## src/design/niw_map.svh

```systemverilog
// Behaviour
// - enable register: ext0 b3, timer b2, ext1 b1, port b0
// - both flag registers read/write; reset clears them
// - request and enable both set activate vector
// - taking pushes pc and carry, jumps vector
// - taking clears all enables; re-enable to retake
// - enable write delays service two instructions
// - ext0 on port a bit 0, ext1 bit 3
// - rising select: low-to-high sets request, re-arm low
// - falling select: high-to-low sets request, re-arm high
// - timer wrap sets timer request flag
// - only input pins of ports b, c count
// - port falling: any pin falls, re-arm all high
// - port rising: any pin rises, re-arm all low
// - halt stops cpu; any interrupt wakes
// - stop wakes on ext, port or watchdog
// - config: ext edge b0, port edge b1, pull b2/b3
// - stop wake holds for 4096-clock warm-up
`ifndef NIW_MAP_SVH
`define NIW_MAP_SVH

// register indices; byte address is four times the index
`define NIW_IDX_ENABLE   8'h00
`define NIW_IDX_REQUEST  8'h01
`define NIW_IDX_CONFIG   8'h19
`define NIW_ADDR_LSB     2

// flag bit positions inside the enable and request registers
`define NIW_BIT_EXT0     3
`define NIW_BIT_TIMER    2
`define NIW_BIT_EXT1     1
`define NIW_BIT_PORT     0

// reset values
`define NIW_RST_FLAGS    4'h0
`define NIW_RST_CONFIG   4'h4

// service vectors, one per source
`define NIW_VEC_EXT0     12'h008
`define NIW_VEC_TIMER    12'h00c
`define NIW_VEC_EXT1     12'h010
`define NIW_VEC_PORT     12'h014

// timing counts in system clocks / instructions
`define NIW_EN_DELAY     2'h2
`define NIW_WARMUP_CLKS  13'h1000
`define NIW_WARMUP_LAST  13'h0fff

// hardware stack
`define NIW_STACK_DEPTH  4

`endif

```

## src/design/niw_pkg.sv

```systemverilog
package niw_pkg;

   // power mode of the core as seen by the wake logic
   typedef enum logic [1:0] {
      NIW_RUN,
      NIW_HALT,
      NIW_STOP,
      NIW_WARM
   } niw_mode_t;

   // one hardware stack entry
   typedef struct packed {
      logic [11:0] pc;
      logic        carry;
   } niw_stack_entry_t;

   // one bit per source, bit order as in the flag registers
   typedef struct packed {
      logic ext0;
      logic timer;
      logic ext1;
      logic port;
   } niw_src_t;

   // port configuration register layout
   typedef struct packed {
      logic pull_enable;
      logic pull_direction_select;
      logic port_edge_select;
      logic external_edge_select;
   } niw_cfg_t;

   // port b and c pin group: level and direction (1 = output)
   typedef struct packed {
      logic [3:0] port_b_inputs;
      logic [3:0] port_c_inputs;
      logic [3:0] port_b_dir;
      logic [3:0] port_c_dir;
   } niw_ports_t;

endpackage : niw_pkg

```

## src/design/niw_stack.sv

```systemverilog
`include "niw_map.svh"

module niw_stack (
   // clock and reset
   input  wire logic                      clk,
   input  wire logic                      rst_n,
   // push and pop strobes
   input  wire logic                      push,
   input  wire logic                      pop,
   input  wire niw_pkg::niw_stack_entry_t wdata,
   // registered top of stack after a pop
   output niw_pkg::niw_stack_entry_t      rdata,
   output logic [2:0]                     depth
);
   import niw_pkg::*;

   niw_stack_entry_t mem_r [`NIW_STACK_DEPTH];
   logic [1:0]       sp_r;
   logic [2:0]       depth_r;
   wire  [1:0]       sp_dec = sp_r - 2'h1;

   // storage; a push on a full stack overwrites the oldest level, as on the core
   always_ff @(posedge clk) begin
      if (push) begin
         mem_r[sp_r] <= wdata;
      end
   end

   // pointer, depth and registered read data
   always_ff @(posedge clk or negedge rst_n) begin
      if (!rst_n) begin
         sp_r    <= 2'h0;
         depth_r <= 3'h0;
         rdata   <= '0;
      end else if (push) begin
         sp_r    <= sp_r + 2'h1;
         depth_r <= (depth_r == 3'h4) ? depth_r : depth_r + 3'h1;
      end else if (pop) begin
         sp_r    <= sp_dec;
         depth_r <= (depth_r == 3'h0) ? depth_r : depth_r - 3'h1;
         rdata   <= mem_r[sp_dec];
      end
   end

   assign depth = depth_r;

endmodule : niw_stack

```

## src/design/niw_intc.sv

```systemverilog
`include "niw_map.svh"

module niw_intc (
   // clock and reset
   input  wire logic                      hclk,
   input  wire logic                      hresetn,
   // ahb-lite slave
   input  wire logic                      hsel,
   input  wire logic [31:0]               haddr,
   input  wire logic [1:0]                htrans,
   input  wire logic                      hwrite,
   input  wire logic [2:0]                hsize,
   input  wire logic [31:0]               hwdata,
   input  wire logic                      hready,
   output logic [31:0]                    hrdata,
   output logic                           hreadyout,
   output logic                           hresp,
   // interrupt pins and timer
   input  wire logic                      ext0_pin,
   input  wire logic                      ext1_pin,
   input  wire niw_pkg::niw_ports_t       ports,
   input  wire logic                      timer_event_input,
   input  wire logic                      wdt_overflow,
   // processor core
   input  wire logic                      instr_retire,
   input  wire logic                      halt_cmd,
   input  wire logic                      stop_cmd,
   input  wire logic                      call_push,
   input  wire logic                      ret_pop,
   input  wire logic [11:0]               cpu_pc,
   input  wire logic                      carry_flag,
   output logic                           irq_take,
   output logic [11:0]                    irq_vector,
   output niw_pkg::niw_stack_entry_t      restore,
   output logic [2:0]                     stack_depth,
   output logic                           cpu_run,
   output logic                           osc_run,
   // pull control towards the pads
   output logic                           pull_enable,
   output logic                           pull_direction_select
);
   import niw_pkg::*;

   // ------------------------------------------------------------------
   // bus slave: one wait state per transfer so that a read right after
   // a write never sees a stale register value
   // ------------------------------------------------------------------
   logic       dph_r;
   logic       dph_write_r;
   logic [7:0] dph_idx_r;

   wire ahb_go   = hsel & hready & htrans[1];
   wire dph_act  = dph_r & ~hreadyout;

   // address phase capture
   always_ff @(posedge hclk or negedge hresetn) begin
      if (!hresetn) begin
         dph_r       <= 1'b0;
         dph_write_r <= 1'b0;
         dph_idx_r   <= 8'h00;
      end else begin
         dph_r <= ahb_go;
         if (ahb_go) begin
            dph_write_r <= hwrite;
            dph_idx_r   <= haddr[`NIW_ADDR_LSB +: 8];
         end
      end
   end

   // register select; unmapped offsets read zero and drop writes
   wire sel_en  = (dph_idx_r == `NIW_IDX_ENABLE);
   wire sel_req = (dph_idx_r == `NIW_IDX_REQUEST);
   wire sel_cfg = (dph_idx_r == `NIW_IDX_CONFIG);
   wire wr_act  = dph_act & dph_write_r;
   wire rd_act  = dph_act & ~dph_write_r;
   wire wr_en   = wr_act & sel_en;
   wire wr_req  = wr_act & sel_req;
   wire wr_cfg  = wr_act & sel_cfg;
   wire [3:0] wdata4 = hwdata[3:0];

   // ------------------------------------------------------------------
   // register state
   // ------------------------------------------------------------------
   niw_src_t en_r;
   niw_src_t en_nxt;
   niw_src_t req_r;
   niw_src_t req_nxt;
   niw_src_t req_set;
   niw_cfg_t cfg_r;
   niw_cfg_t cfg_nxt;

   // read multiplexer, narrow data in the low bits
   wire [3:0] rd_mux = sel_en  ? en_r  :
                       sel_req ? req_r :
                       sel_cfg ? cfg_r : 4'h0;

   // ready, response and read data all from flops
   always_ff @(posedge hclk or negedge hresetn) begin
      if (!hresetn) begin
         hreadyout <= 1'b1;
         hresp     <= 1'b0;
         hrdata    <= 32'h0000_0000;
      end else begin
         hresp <= 1'b0;
         if (ahb_go) begin
            hreadyout <= 1'b0;
         end else if (dph_r) begin
            hreadyout <= 1'b1;
         end
         if (rd_act) begin
            hrdata <= {28'h000_0000, rd_mux};
         end
      end
   end

   // ------------------------------------------------------------------
   // external pins: plain edge detect, which re-arms only once the pin
   // has gone back to its idle level
   // ------------------------------------------------------------------
   logic ext0_prev_r;
   logic ext1_prev_r;
   logic pins_seen_r;

   // no edge is reported on the first cycle after reset
   always_ff @(posedge hclk or negedge hresetn) begin
      if (!hresetn) begin
         ext0_prev_r <= 1'b0;
         ext1_prev_r <= 1'b0;
         pins_seen_r <= 1'b0;
      end else begin
         ext0_prev_r <= ext0_pin;
         ext1_prev_r <= ext1_pin;
         pins_seen_r <= 1'b1;
      end
   end

   wire ext_rise = cfg_r.external_edge_select;
   wire ext0_evt = pins_seen_r & (ext_rise ? (ext0_pin & ~ext0_prev_r)
                                           : (~ext0_pin & ext0_prev_r));
   wire ext1_evt = pins_seen_r & (ext_rise ? (ext1_pin & ~ext1_prev_r)
                                           : (~ext1_pin & ext1_prev_r));

   // ------------------------------------------------------------------
   // port b/c: output pins are forced to the idle level so they never
   // trigger; one request per excursion of the whole group
   // ------------------------------------------------------------------
   logic port_armed_r;

   wire [7:0] port_lvl = {ports.port_b_inputs, ports.port_c_inputs};
   wire [7:0] port_out = {ports.port_b_dir, ports.port_c_dir};
   wire       port_rise = cfg_r.port_edge_select;
   wire [7:0] port_fall_view = port_lvl | port_out;
   wire [7:0] port_rise_view = port_lvl & ~port_out;
   wire       port_idle = port_rise ? ~|port_rise_view
                                    : &port_fall_view;
   wire       port_evt  = port_armed_r & ~port_idle;

   // arm when every input sits at idle, disarm on the triggering change
   always_ff @(posedge hclk or negedge hresetn) begin
      if (!hresetn) begin
         port_armed_r <= 1'b0;
      end else begin
         port_armed_r <= port_idle;
      end
   end

   // ------------------------------------------------------------------
   // request and enable flags; a hardware event wins over a software
   // clear in the same cycle
   // ------------------------------------------------------------------
   assign req_set = '{ext0:  ext0_evt,
                      timer: timer_event_input,
                      ext1:  ext1_evt,
                      port:  port_evt};

   // taking an interrupt leaves the requests alone
   assign req_nxt = (wr_req ? niw_src_t'(wdata4) : req_r) | req_set;

   // a bus write to the enables in the take cycle holds the take off
   logic take;
   assign en_nxt = wr_en ? niw_src_t'(wdata4) :
                   take  ? niw_src_t'(`NIW_RST_FLAGS) : en_r;

   assign cfg_nxt = wr_cfg ? niw_cfg_t'(wdata4) : cfg_r;

   // flag registers, all zero after reset; config resets to 4'h4
   always_ff @(posedge hclk or negedge hresetn) begin
      if (!hresetn) begin
         en_r  <= niw_src_t'(`NIW_RST_FLAGS);
         req_r <= niw_src_t'(`NIW_RST_FLAGS);
         cfg_r <= niw_cfg_t'(`NIW_RST_CONFIG);
      end else begin
         en_r  <= en_nxt;
         req_r <= req_nxt;
         cfg_r <= cfg_nxt;
      end
   end

   // ------------------------------------------------------------------
   // enable delay: after any enable write the core retires two more
   // instructions before a take; the take is simply lost if those
   // instructions clear the enable or the request
   // ------------------------------------------------------------------
   logic [1:0] delay_r;

   always_ff @(posedge hclk or negedge hresetn) begin
      if (!hresetn) begin
         delay_r <= 2'h0;
      end else if (wr_en) begin
         delay_r <= `NIW_EN_DELAY;
      end else if (instr_retire && delay_r != 2'h0) begin
         delay_r <= delay_r - 2'h1;
      end
   end

   // ------------------------------------------------------------------
   // activation and fixed priority
   // ------------------------------------------------------------------
   niw_mode_t mode_r;
   niw_mode_t mode_nxt;

   wire [3:0] active   = en_r & req_r;
   wire       any_act  = |active;
   wire       src_ext0 = active[`NIW_BIT_EXT0];
   wire       src_tmr  = active[`NIW_BIT_TIMER];
   wire       src_ext1 = active[`NIW_BIT_EXT1];

   // ext0 first, then timer, then ext1, then port
   wire [11:0] vec_sel = src_ext0 ? `NIW_VEC_EXT0  :
                         src_tmr  ? `NIW_VEC_TIMER :
                         src_ext1 ? `NIW_VEC_EXT1  : `NIW_VEC_PORT;

   // takes happen only at an instruction boundary of a running core
   assign take = any_act & (delay_r == 2'h0) & instr_retire
               & (mode_r == NIW_RUN) & ~wr_en;

   // vector handed to the core, one pulse per take
   always_ff @(posedge hclk or negedge hresetn) begin
      if (!hresetn) begin
         irq_take   <= 1'b0;
         irq_vector <= 12'h000;
      end else begin
         irq_take <= take;
         if (take) begin
            irq_vector <= vec_sel;
         end
      end
   end

   // ------------------------------------------------------------------
   // hardware stack: pc and carry go in on a take; nesting is limited
   // only by the four levels shared with subroutine calls
   // ------------------------------------------------------------------
   niw_stack_entry_t push_data;

   assign push_data = '{pc: cpu_pc, carry: carry_flag};

   niw_stack u_stack (
      .clk   (hclk),
      .rst_n (hresetn),
      .push  (take | call_push),
      .pop   (ret_pop),
      .wdata (push_data),
      .rdata (restore),
      .depth (stack_depth)
   );

   // ------------------------------------------------------------------
   // halt, stop and warm-up
   // ------------------------------------------------------------------
   logic [12:0] warm_cnt_r;

   // stop wakes on raw pin and port events, enabled or not
   wire stop_wake = ext0_evt | ext1_evt | port_evt | wdt_overflow;
   wire warm_done = (warm_cnt_r == `NIW_WARMUP_LAST);

   // power mode sequencer
   always_comb begin
      mode_nxt = mode_r;
      case (mode_r)
         NIW_RUN: begin
            if (stop_cmd) begin
               mode_nxt = NIW_STOP;
            end else if (halt_cmd) begin
               mode_nxt = NIW_HALT;
            end
         end
         NIW_HALT: begin
            if (any_act) begin
               mode_nxt = NIW_RUN;
            end
         end
         NIW_STOP: begin
            if (stop_wake) begin
               mode_nxt = NIW_WARM;
            end
         end
         NIW_WARM: begin
            if (warm_done) begin
               mode_nxt = NIW_RUN;
            end
         end
         default: begin
            mode_nxt = NIW_RUN;
         end
      endcase
   end

   // mode state and the run strobes seen by the core and the oscillator
   always_ff @(posedge hclk or negedge hresetn) begin
      if (!hresetn) begin
         mode_r  <= NIW_RUN;
         cpu_run <= 1'b1;
         osc_run <= 1'b1;
      end else begin
         mode_r  <= mode_nxt;
         cpu_run <= (mode_nxt == NIW_RUN);
         osc_run <= (mode_nxt != NIW_STOP);
      end
   end

   // warm-up counter only runs while waiting for the oscillator
   always_ff @(posedge hclk or negedge hresetn) begin
      if (!hresetn) begin
         warm_cnt_r <= 13'h0000;
      end else if (mode_r == NIW_WARM) begin
         warm_cnt_r <= warm_cnt_r + 13'h0001;
      end else begin
         warm_cnt_r <= 13'h0000;
      end
   end

   // pad pull controls in their own flops, loaded from the config next value
   always_ff @(posedge hclk or negedge hresetn) begin
      if (!hresetn) begin
         pull_enable           <= 1'b0;
         pull_direction_select <= 1'b1;
      end else begin
         pull_enable           <= cfg_nxt.pull_enable;
         pull_direction_select <= cfg_nxt.pull_direction_select;
      end
   end

endmodule : niw_intc

```

## config.mk

```make
export PLATFORM = sky130hd
export DESIGN_NAME = niw_intc
export DESIGN_NICKNAME = d
export VERILOG_FILES = /design/src/design/niw_pkg.sv /design/src/design/niw_stack.sv /design/src/design/niw_intc.sv
export VERILOG_INCLUDE_DIRS = /design/src /design/src/design
export SDC_FILE = /design/constraint.sdc
export NUM_CORES = 1
export LEC_CHECK = 0
export BUFFER_PORTS_ARGS = -buffer_cell sky130_fd_sc_hd__buf_2
export CAP_MARGIN = 20
export CORE_UTILIZATION = 41
export CTS_BUF_LIST = sky130_fd_sc_hd__clkbuf_8
export DETAILED_ROUTE_END_ITERATION = 10
export PLACE_DENSITY = 0.69
export SLEW_MARGIN = 25
export SYNTH_ARGS = -nofsm -noshare
export SYNTH_HDL_FRONTEND = slang
export SYNTH_HIERARCHICAL = 1
export SYNTH_SLANG_ARGS = --single-unit
```

## constraint.sdc

```tcl
create_clock -name hclk -period 3 [get_ports hclk]
set_input_delay 0.6 -clock hclk [delete_from_list [all_inputs] [get_ports hclk]]
set_output_delay 0.6 -clock hclk [all_outputs]
set_load 0.01 [all_outputs]
```

==> qor.csv, run 1 <==
stage,metric,value,unit
status,outcome,"complete, no violations",
job,maxcap violations,0,
worst_setup_path,crit path max fanout,6,
worst_setup_path,Worst path slowest cell,a2111o_1,
floorplan,Horiz. Die Dim,118,um
worst_setup_path,required time worst endpoint,3.36,ns
layout,layout cells sized above 1,27.3,%
power_and_ir_drop,cell area power density,793,nW/um2
route,"antenna viol nets, final",0,
synth,Mapped Cells,436,
sta,Peak Freq,0.363,GHz
synth,Syn Std Cell Area,5560,um2
place,gpl congestion,0.756,
sta,Setup Skew,0.00908,ns
route,vias,3634,
synth,Synth cell types,62,
route,DRT Pass-1 Iters,4,
worst_hold_path,worst min path class,input port to asynchronous set/reset pin,
power_and_ir_drop,Pwr Total,5.09,mW
worst_setup_path,Worst EP arrival,3.11,ns
synth,"FF+latch count, synth",124,
floorplan,Row Count,42,
clock_network,clk sinks,124,
route,DR DRC count,0,
clock_network,clk_lat worst skew,0.43,ns
sta,setup_tns,0,ns
sta,final setup fails,0,
sta,Worst Tran Pin Value,0.769,ns
grt,gr usage total,16.4,%
synth,syn avg cell area,12.8,um2
power_and_ir_drop,worst vdd ir,0.344,mV
route,DR iter-0 viols,161,
sta,Final Hold Fails,0,
layout,P&R area growth vs syn,15.3,%
clock_network,CTS max path bufs,2,
layout,n_diodes,0,
place,post-detail-place hpwl,7320,um
grt,met1 Track Usage GR,18.4,%
worst_setup_path,"most used cell, CP",inv_1,
route,vias per std cell,5.03,
grt,total gr overflow,0,
grt,vias in the first global route,3737,
route,WL/cell,14.4,um
worst_setup_path,Startpoint Class,register,
synth,yosys warns,6,
worst_setup_path,RR Startpoint,delay_r[0],
worst_setup_path,"Largest stage delay, worst path",0.48,ns
clock_network,Post-CTS Setup Repair Bufs,0,
synth,Synth Flop Type,dfrtp_1,
worst_setup_path,CP cell instances,inv_1 > ha_1 > nand2_1 > a2111o_1 > nor2_4 > or2_1 > inv_1 > fa_1 > o31a_1 > o21ai_1,
layout,number of fill cells,1171,
clock_network,number of CTS-inserted buffers,17,
floorplan,CORE AREA,13200,um2
clock_network,Worst-path clk slew,0.07,ns
route,total wire length,10400,um
place,port bufs,84,
place,post-place setup slack,0.137,ns
worst_setup_path,crit path kind,register to register,
sta,"Period Utilization, post-route",91.7,%
clock_network,H-tree depth,4,
grt,first-pass GRT wire length,17600,um
clock_network,"Hold-fix buffers, CTS",0,
worst_setup_path,depth of the worst register-to-register path,10,
floorplan,Initial Utilization,42.0,%
layout,Final Net Count,652,
sta,"Slew Viols, Final",0,
sta,Final WS setup,0.248,ns
grt,GR met2 Demand/Resource,28.3,%
worst_setup_path,R2R Path End,u_stack/depth[2],
layout,flip-flop and latch area,3370,um2
clock_network,TritonCTS clock tree,yes,
clock_network,CTS resizes,0,
grt,initial antenna violation count,0,
layout,final core utilization,48.4,%
clock_network,root buf cell,clkbuf_8,
sta,RSZ-0062 raised after global routing,no,
synth,register area share after synthesis,60.6,%
floorplan,Ports,179,
grt,largest net degree at the start of global routing,34,
layout,multi-input combinational cell area,1920,um2
synth,ys async rst share,58.1,%
worst_setup_path,Worst Setup End Kind,register,
sta,min Tclk post-route,2.75,ns
grt,GRT busiest layer,met2,
synth,number of synthesized flops with an enable pin,52,
floorplan,die area,14000,um2
grt,grt met3 use,4.78,%
floorplan,Die Height,118,um
sta,Rel. slew slack,48.7,%
power_and_ir_drop,cell leakage power,2.89,nW
worst_setup_path,R2R setup slack,0.25,ns
layer usage:
| metal | wire length, um | share of wire [%] |
|---|---|---|
| met3 | 551 | 5.3 |
| met2 | 5320 | 51 |
| met4 | 237 | 2.3 |
| met1 | 4320 | 41 |
| met5 | 0 | 0 |
Yosys cell counts (all sizes together) (3+ instances only):
| master | n | share of area (%) |
|---|---|---|
| a21oi | 5 | 0.45 |
| edfxtp | 52 | 28 |
| a22oi | 6 | 0.81 |
| dfrtp | 68 | 31 |
| and3b | 3 | 0.47 |
| or2 | 3 | 0.38 |
| nand2b | 6 | 0.67 |
| and3 | 6 | 0.67 |
| xor2 | 5 | 0.79 |
| mux2i | 30 | 5.4 |
| inv | 12 | 0.81 |
| buf | 49 | 6.5 |
| mux2 | 15 | 3.2 |
| nor2 | 33 | 2.4 |
| ha | 6 | 1.3 |
| nor2b | 6 | 0.67 |
| nand3 | 10 | 0.90 |
| nand2 | 38 | 2.6 |
| dfstp | 4 | 1.9 |
| nand4 | 3 | 0.45 |
| o41ai | 4 | 1.2 |
| o21ai | 15 | 1.3 |
| xnor2 | 7 | 1.1 |
| o221ai | 14 | 2.2 |
| and2 | 4 | 0.45 |
cells by family after synthesis:
kind of cell	Yosys count	synth area share, %
AOI/OAI and AO/OA	60	8.41
xor gates and xnor gates	12	1.89
adders and majority gates	7	1.71
buffers and inverters	63	7.49
DFF	124	60.6
muxes	45	8.57
other	2	0.135
and+or+nand+nor	123	11.2
per-stage QoR:
stage	instance area [um2]	cells	hold WS, ns
3_5_place_dp	6040	690	0.461
3_3_place_gp	6040	690	0.451
4_1_cts	6410	722	0.212
2_1_floorplan	5700	473	0.304
5_1_grt	6410	722	0.237
6_report	6410	722	0.216
registers in the layout, indices dropped and copies added, names as in the netlist, 2 cells and up:
signal / count
delay_r: 2
dph_idx_r: 8
en_r: 4
hrdata: 4
irq_vector: 3
mode_r: 2
req_r: 4
u_stack/depth: 3
u_stack/mem_r: 52
u_stack/rdata: 13
u_stack/sp_r: 2
warm_cnt_r: 13
power by group:
part / internal, mW / switching [mW] / total, mW
sequential: 2.14 / 0.200 / 2.34
combinational: 0.623 / 0.789 / 1.41
clock: 0.674 / 0.661 / 1.33
total: 3.44 / 1.65 / 5.09
critical path: cells and delay by family (launching register included):
family,cells,cell delay (ns)
buffers and inverters,2,0.19
DFF,1,0.39
AOI/OAI and AO/OA,3,0.92
adders and majority gates,2,0.63
and+or+nand+nor,3,0.54
worst max-delay path by stage:
| stage | startpoint | end | slack (ns) | cells after the start |
|---|---|---|---|---|
| after floorplan | instr_retire | u_stack/depth[2] | 0.57 | 8 |
| final | delay_r[0] | u_stack/depth[2] | 0.25 | 10 |
| after global placement | instr_retire | u_stack/depth[2] | 0.19 | 9 |
| after global routing | delay_r[0] | u_stack/depth[2] | 0.04 | 10 |
| after detailed placement | instr_retire | u_stack/depth[2] | 0.14 | 9 |
| after CTS | delay_r[0] | u_stack/depth[2] | 0.22 | 10 |
cell type report:
| type | count | area share (%) |
|---|---|---|
| sequential | 124 | 52.5 |
| multi-input combinational | 286 | 29.9 |
| timing repair buffer | 92 | 7.69 |
| clock buffer | 18 | 3.86 |
| tap | 176 | 3.44 |
| clock inverter | 14 | 1.87 |
| inverter | 12 | 0.703 |
layout by cell type, fill, tap and decap left out, types with 5 or more instances in the layout:
cell / netlist / routed
nand2_1: 38 / 38
buf_4: 38 / 7
edfxtp_1: 52 / 52
ha_1: 6 / 6
dfrtp_1: 68 / 68
buf_2: 6 / 84
xor2_1: 5 / 5
inv_1: 12 / 12
nand3_1: 10 / 10
clkbuf_8: 0 / 18
a21oi_1: 5 / 5
xnor2_1: 7 / 7
nor2b_1: 6 / 6
nand2b_1: 6 / 6
nor2_1: 31 / 31
a22oi_1: 6 / 6
conb_1: 2 / 39
mux2_2: 9 / 9
o221ai_1: 14 / 14
and3_1: 6 / 6
o21ai_0: 13 / 13
mux2i_1: 30 / 30
Power figures use the tool's default switching activity.
==> run 2: changes to the inputs <==
--- a/config.mk
+++ b/config.mk
@@ -6,12 +6,13 @@
 export SDC_FILE = /design/constraint.sdc
 export NUM_CORES = 1
 export LEC_CHECK = 0
+export ABC_AREA = 1
 export BUFFER_PORTS_ARGS = -buffer_cell sky130_fd_sc_hd__buf_2
 export CAP_MARGIN = 20
 export CORE_UTILIZATION = 41
 export CTS_BUF_LIST = sky130_fd_sc_hd__clkbuf_8
 export DETAILED_ROUTE_END_ITERATION = 10
-export PLACE_DENSITY = 0.69
+export PLACE_DENSITY = 0.68
 export SLEW_MARGIN = 25
 export SYNTH_ARGS = -nofsm -noshare
 export SYNTH_HDL_FRONTEND = slang
==> run 2 against run 1 <==
  * Worst hold slack got worse by 0.055 ns
  * Critical endpoint unchanged
  * Core utilization about the same
  * Highest routed layer unchanged
  * Critical path type unchanged
  * First-iteration DRC count increased by 24%
  * Cell area increased by 5.2%
  * Sequential power about the same
==> qor.csv, run 2 <==
stage,metric,value,unit
power_and_ir_drop,cell area power density,835,nW/um2
place,DP Area,6330,um2
route,WL/cell,11.7,um
synth,yosys warns,6,
layout,Largest register FFs,52,
worst_setup_path,RR Startpoint,req_r[2],
clock_network,Post-CTS Setup Repair Bufs,0,
worst_setup_path,"most used cell, CP",nand2_1,
synth,Syn Std Cell Area,5890,um2
grt,gr usage total,16.3,%
sta,hold_ws,0.161,ns
status,outcome,"complete, no violations",
layout,final core utilization,48.4,%
place,gpl congestion,0.799,
route,"antenna viol nets, final",0,
floorplan,CORE AREA,13900,um2
place,post-detail-place hpwl,7640,um
synth,Synth Flop Type,dfrtp_1,
sta,Setup Skew,0.0117,ns
sta,Worst Tran Pin Value,0.523,ns
worst_setup_path,"Largest stage delay, worst path",0.43,ns
clock_network,H-tree depth,4,
synth,post-synthesis mux area share,0,%
clock_network,number of CTS-inserted buffers,17,
worst_setup_path,Worst Setup End Kind,register,
power_and_ir_drop,Pwr Total,5.63,mW
grt,total gr overflow,0,
floorplan,Ports,179,
worst_setup_path,crit path to,u_stack/depth[2],
synth,Synth Area in Compound Gates,5.38,%
grt,initial antenna violation count,0,
power_and_ir_drop,Gate power share,31.4,%
layout,largest registers,"u_stack/mem_r x52, u_stack/rdata x13, warm_cnt_r x13",
grt,largest net degree at the start of global routing,73,
place,port bufs,84,
worst_setup_path,Crit path max-delay family,simple AND/OR/NAND/NOR gates,
floorplan,Initial Utilization,42.2,%
synth,ys async rst share,58.1,%
clock_network,clk_lat worst skew,0.43,ns
synth,top cell type by total area after synthesis,dfrtp_1,
floorplan,Row Count,43,
sta,Final Hold Fails,0,
floorplan,Die Height,122,um
synth,number of synthesized flops with an enable pin,52,
synth,Simple-Gate Fraction of Synth Area,23.5,%
sta,Peak Freq,0.411,GHz
synth,register area share after synthesis,57.2,%
sta,Rel. slew slack,65.1,%
route,total wire length,10900,um
synth,Synth Area in XOR/XNOR,0.446,%
route,DRT Pass-1 Iters,4,
power_and_ir_drop,Sequential Power Share,42.1,%
route,vias,4171,
worst_setup_path,Startpoint Class,register,
synth,Mapped Cells,639,
layout,most frequent cells in the layout,"247 x nand2_1, 84 x buf_2, 68 x dfrtp_1, 58 x inv_1, 52 x edfxtp_1",
power_and_ir_drop,switching portion of total power,35.5,%
sta,setup_tns,0,ns
layout,Final Net Count,855,
floorplan,die area,14800,um2
route,vias per std cell,4.49,
clock_network,CTS max path bufs,2,
synth,syn avg cell area,9.21,um2
clock_network,root buf cell,clkbuf_8,
synth,"FF+latch count, synth",124,
worst_setup_path,CP cell instances,nand2_1 > nand2_1 > a21oi_1 > o21ai_1 > nand3_1 > nor2_2 > nand2_4 > inv_2 > or2_1 > inv_4 > fa_1 > nand3b_1 > nand2_1 > nand2_1 > nand2_1,
worst_setup_path,depth of the worst register-to-register path,15,
clock_network,Worst-path clk slew,0.08,ns
synth,Synth cell types,44,
power_and_ir_drop,Internal,3.63,mW
power_and_ir_drop,cell leakage power,3.45,nW
floorplan,Horiz. Die Dim,122,um
layout,post-route cell area,6750,um2
sta,"Period Utilization, post-route",81.1,%
worst_setup_path,Worst Path Buf+Inv,2,
clock_network,TritonCTS clock tree,yes,
route,DR DRC count,0,
synth,post-synthesis adder-cell area fraction,1.62,%
worst_setup_path,Worst EP arrival,2.81,ns
job,maxcap violations,0,
clock_network,clk sinks,124,
sta,RSZ-0062 raised after global routing,no,
worst_setup_path,Worst path slowest cell,fa_1,
power_and_ir_drop,clock share of power,26.5,%
synth,"top cells by count, synth","247 x nand2_1, 68 x dfrtp_1, 57 x inv_1, 52 x edfxtp_1, 41 x buf_4",
power_and_ir_drop,worst vdd ir,0.292,mV
layout,most flop-heavy register,u_stack/mem_r,
layout,layout cells sized above 1,22.4,%
synth,"count leader, synth",nand2_1,
synth,Synth top area share,28.9,%
layout,n_diodes,0,
worst_setup_path,Worst setup startpoint,req_r[2],
clock_network,CTS resizes,0,
worst_setup_path,R2R Path End,u_stack/depth[2],
grt,vias in the first global route,3911,
layout,"leading cell type in the layout, fill and taps excluded",nand2_1,
worst_setup_path,crit path max fanout,8,
worst_setup_path,required time worst endpoint,3.38,ns
worst_setup_path,crit path kind,register to register,
sta,"Slew Viols, Final",0,
power_and_ir_drop,Sw Pwr,2.00,mW
worst_setup_path,CP Depth,15,
grt,first-pass GRT wire length,18300,um
synth,ranking of synthesized cells by area,"dfrtp_1 29%, edfxtp_1 27%, nand2_1 16%",
synth,largest family of logic cells by synthesized area,simple AND/OR/NAND/NOR gates,
clock_network,"Hold-fix buffers, CTS",0,
layout,P&R area growth vs syn,14.6,%
route,DR iter-0 viols,200,
worst_hold_path,worst min path class,input port to asynchronous set/reset pin,
sta,min Tclk post-route,2.43,ns
worst_setup_path,R2R setup slack,0.57,ns
sta,final setup fails,0,
==> run 2: changes by cell type after synthesis, sizes merged, moves of 12 or more <==
cell and change:
o21ai +16, nand2 +223, inv +60, o221ai -12, mux2 -15, mux2i -30
==> run 2: power by group through the flow <==
stage | combinational (mW) | sequential (mW) | clock (mW)
global placement | 1.76 | 2.39 | 0
global route | 2.04 | 2.41 | 1.61
CTS | 1.79 | 2.37 | 1.53
finish | 1.77 | 2.37 | 1.49
floorplan | 1.31 | 2.44 | 0
detailed placement | 1.78 | 2.41 | 0
==> run 2: worst min-delay path by stage <==
stage                             end  slack, ns
finish               u_stack/rdata[6]       0.16
global route        u_stack/rdata[11]       0.17
CTS                  u_stack/rdata[6]       0.16
detailed placement      warm_cnt_r[0]       0.45
global placement        warm_cnt_r[0]       0.45
floorplan                  delay_r[0]       0.30
==> run 2: cell families (layout without fill, tap and decap cells) <==
logic type,count (synthesis),after routing
other cells,2,39
buf+inv,123,196
flops,124,124
fa+ha+maj,7,7
compound gates,56,56
xor+xnor,3,3
simple gates,324,324
==> run 2: through the flow <==
step,cells,setup WS (ns)
4_1_cts,929,0.539
3_3_place_gp,897,0.591
6_report,929,0.566
3_5_place_dp,897,0.562
5_1_grt,929,0.328
2_1_floorplan,676,0.955
==> run 2: per-layer routing <==
layer  vias to the layer above  routed length (um)  track usage [%]
met1                      1913                4850             19.6
met4                         0                 125             6.25
met5                         -                   0                0
met2                       125                5310             27.0
met3                         8                 606             5.20
li1                       2125                   -                -
==> run 2: final cells by class <==
type                            count  area (um2)
Sequential cell                   124        3370
Tap cell                          180         225
Multi-Input combinational cell    429        1970
Fill cell                        1357        7190
Timing Repair Buffer               91         485
Clock buffer                       19         262
Clock inverter                     13         149
Inverter                           73         287
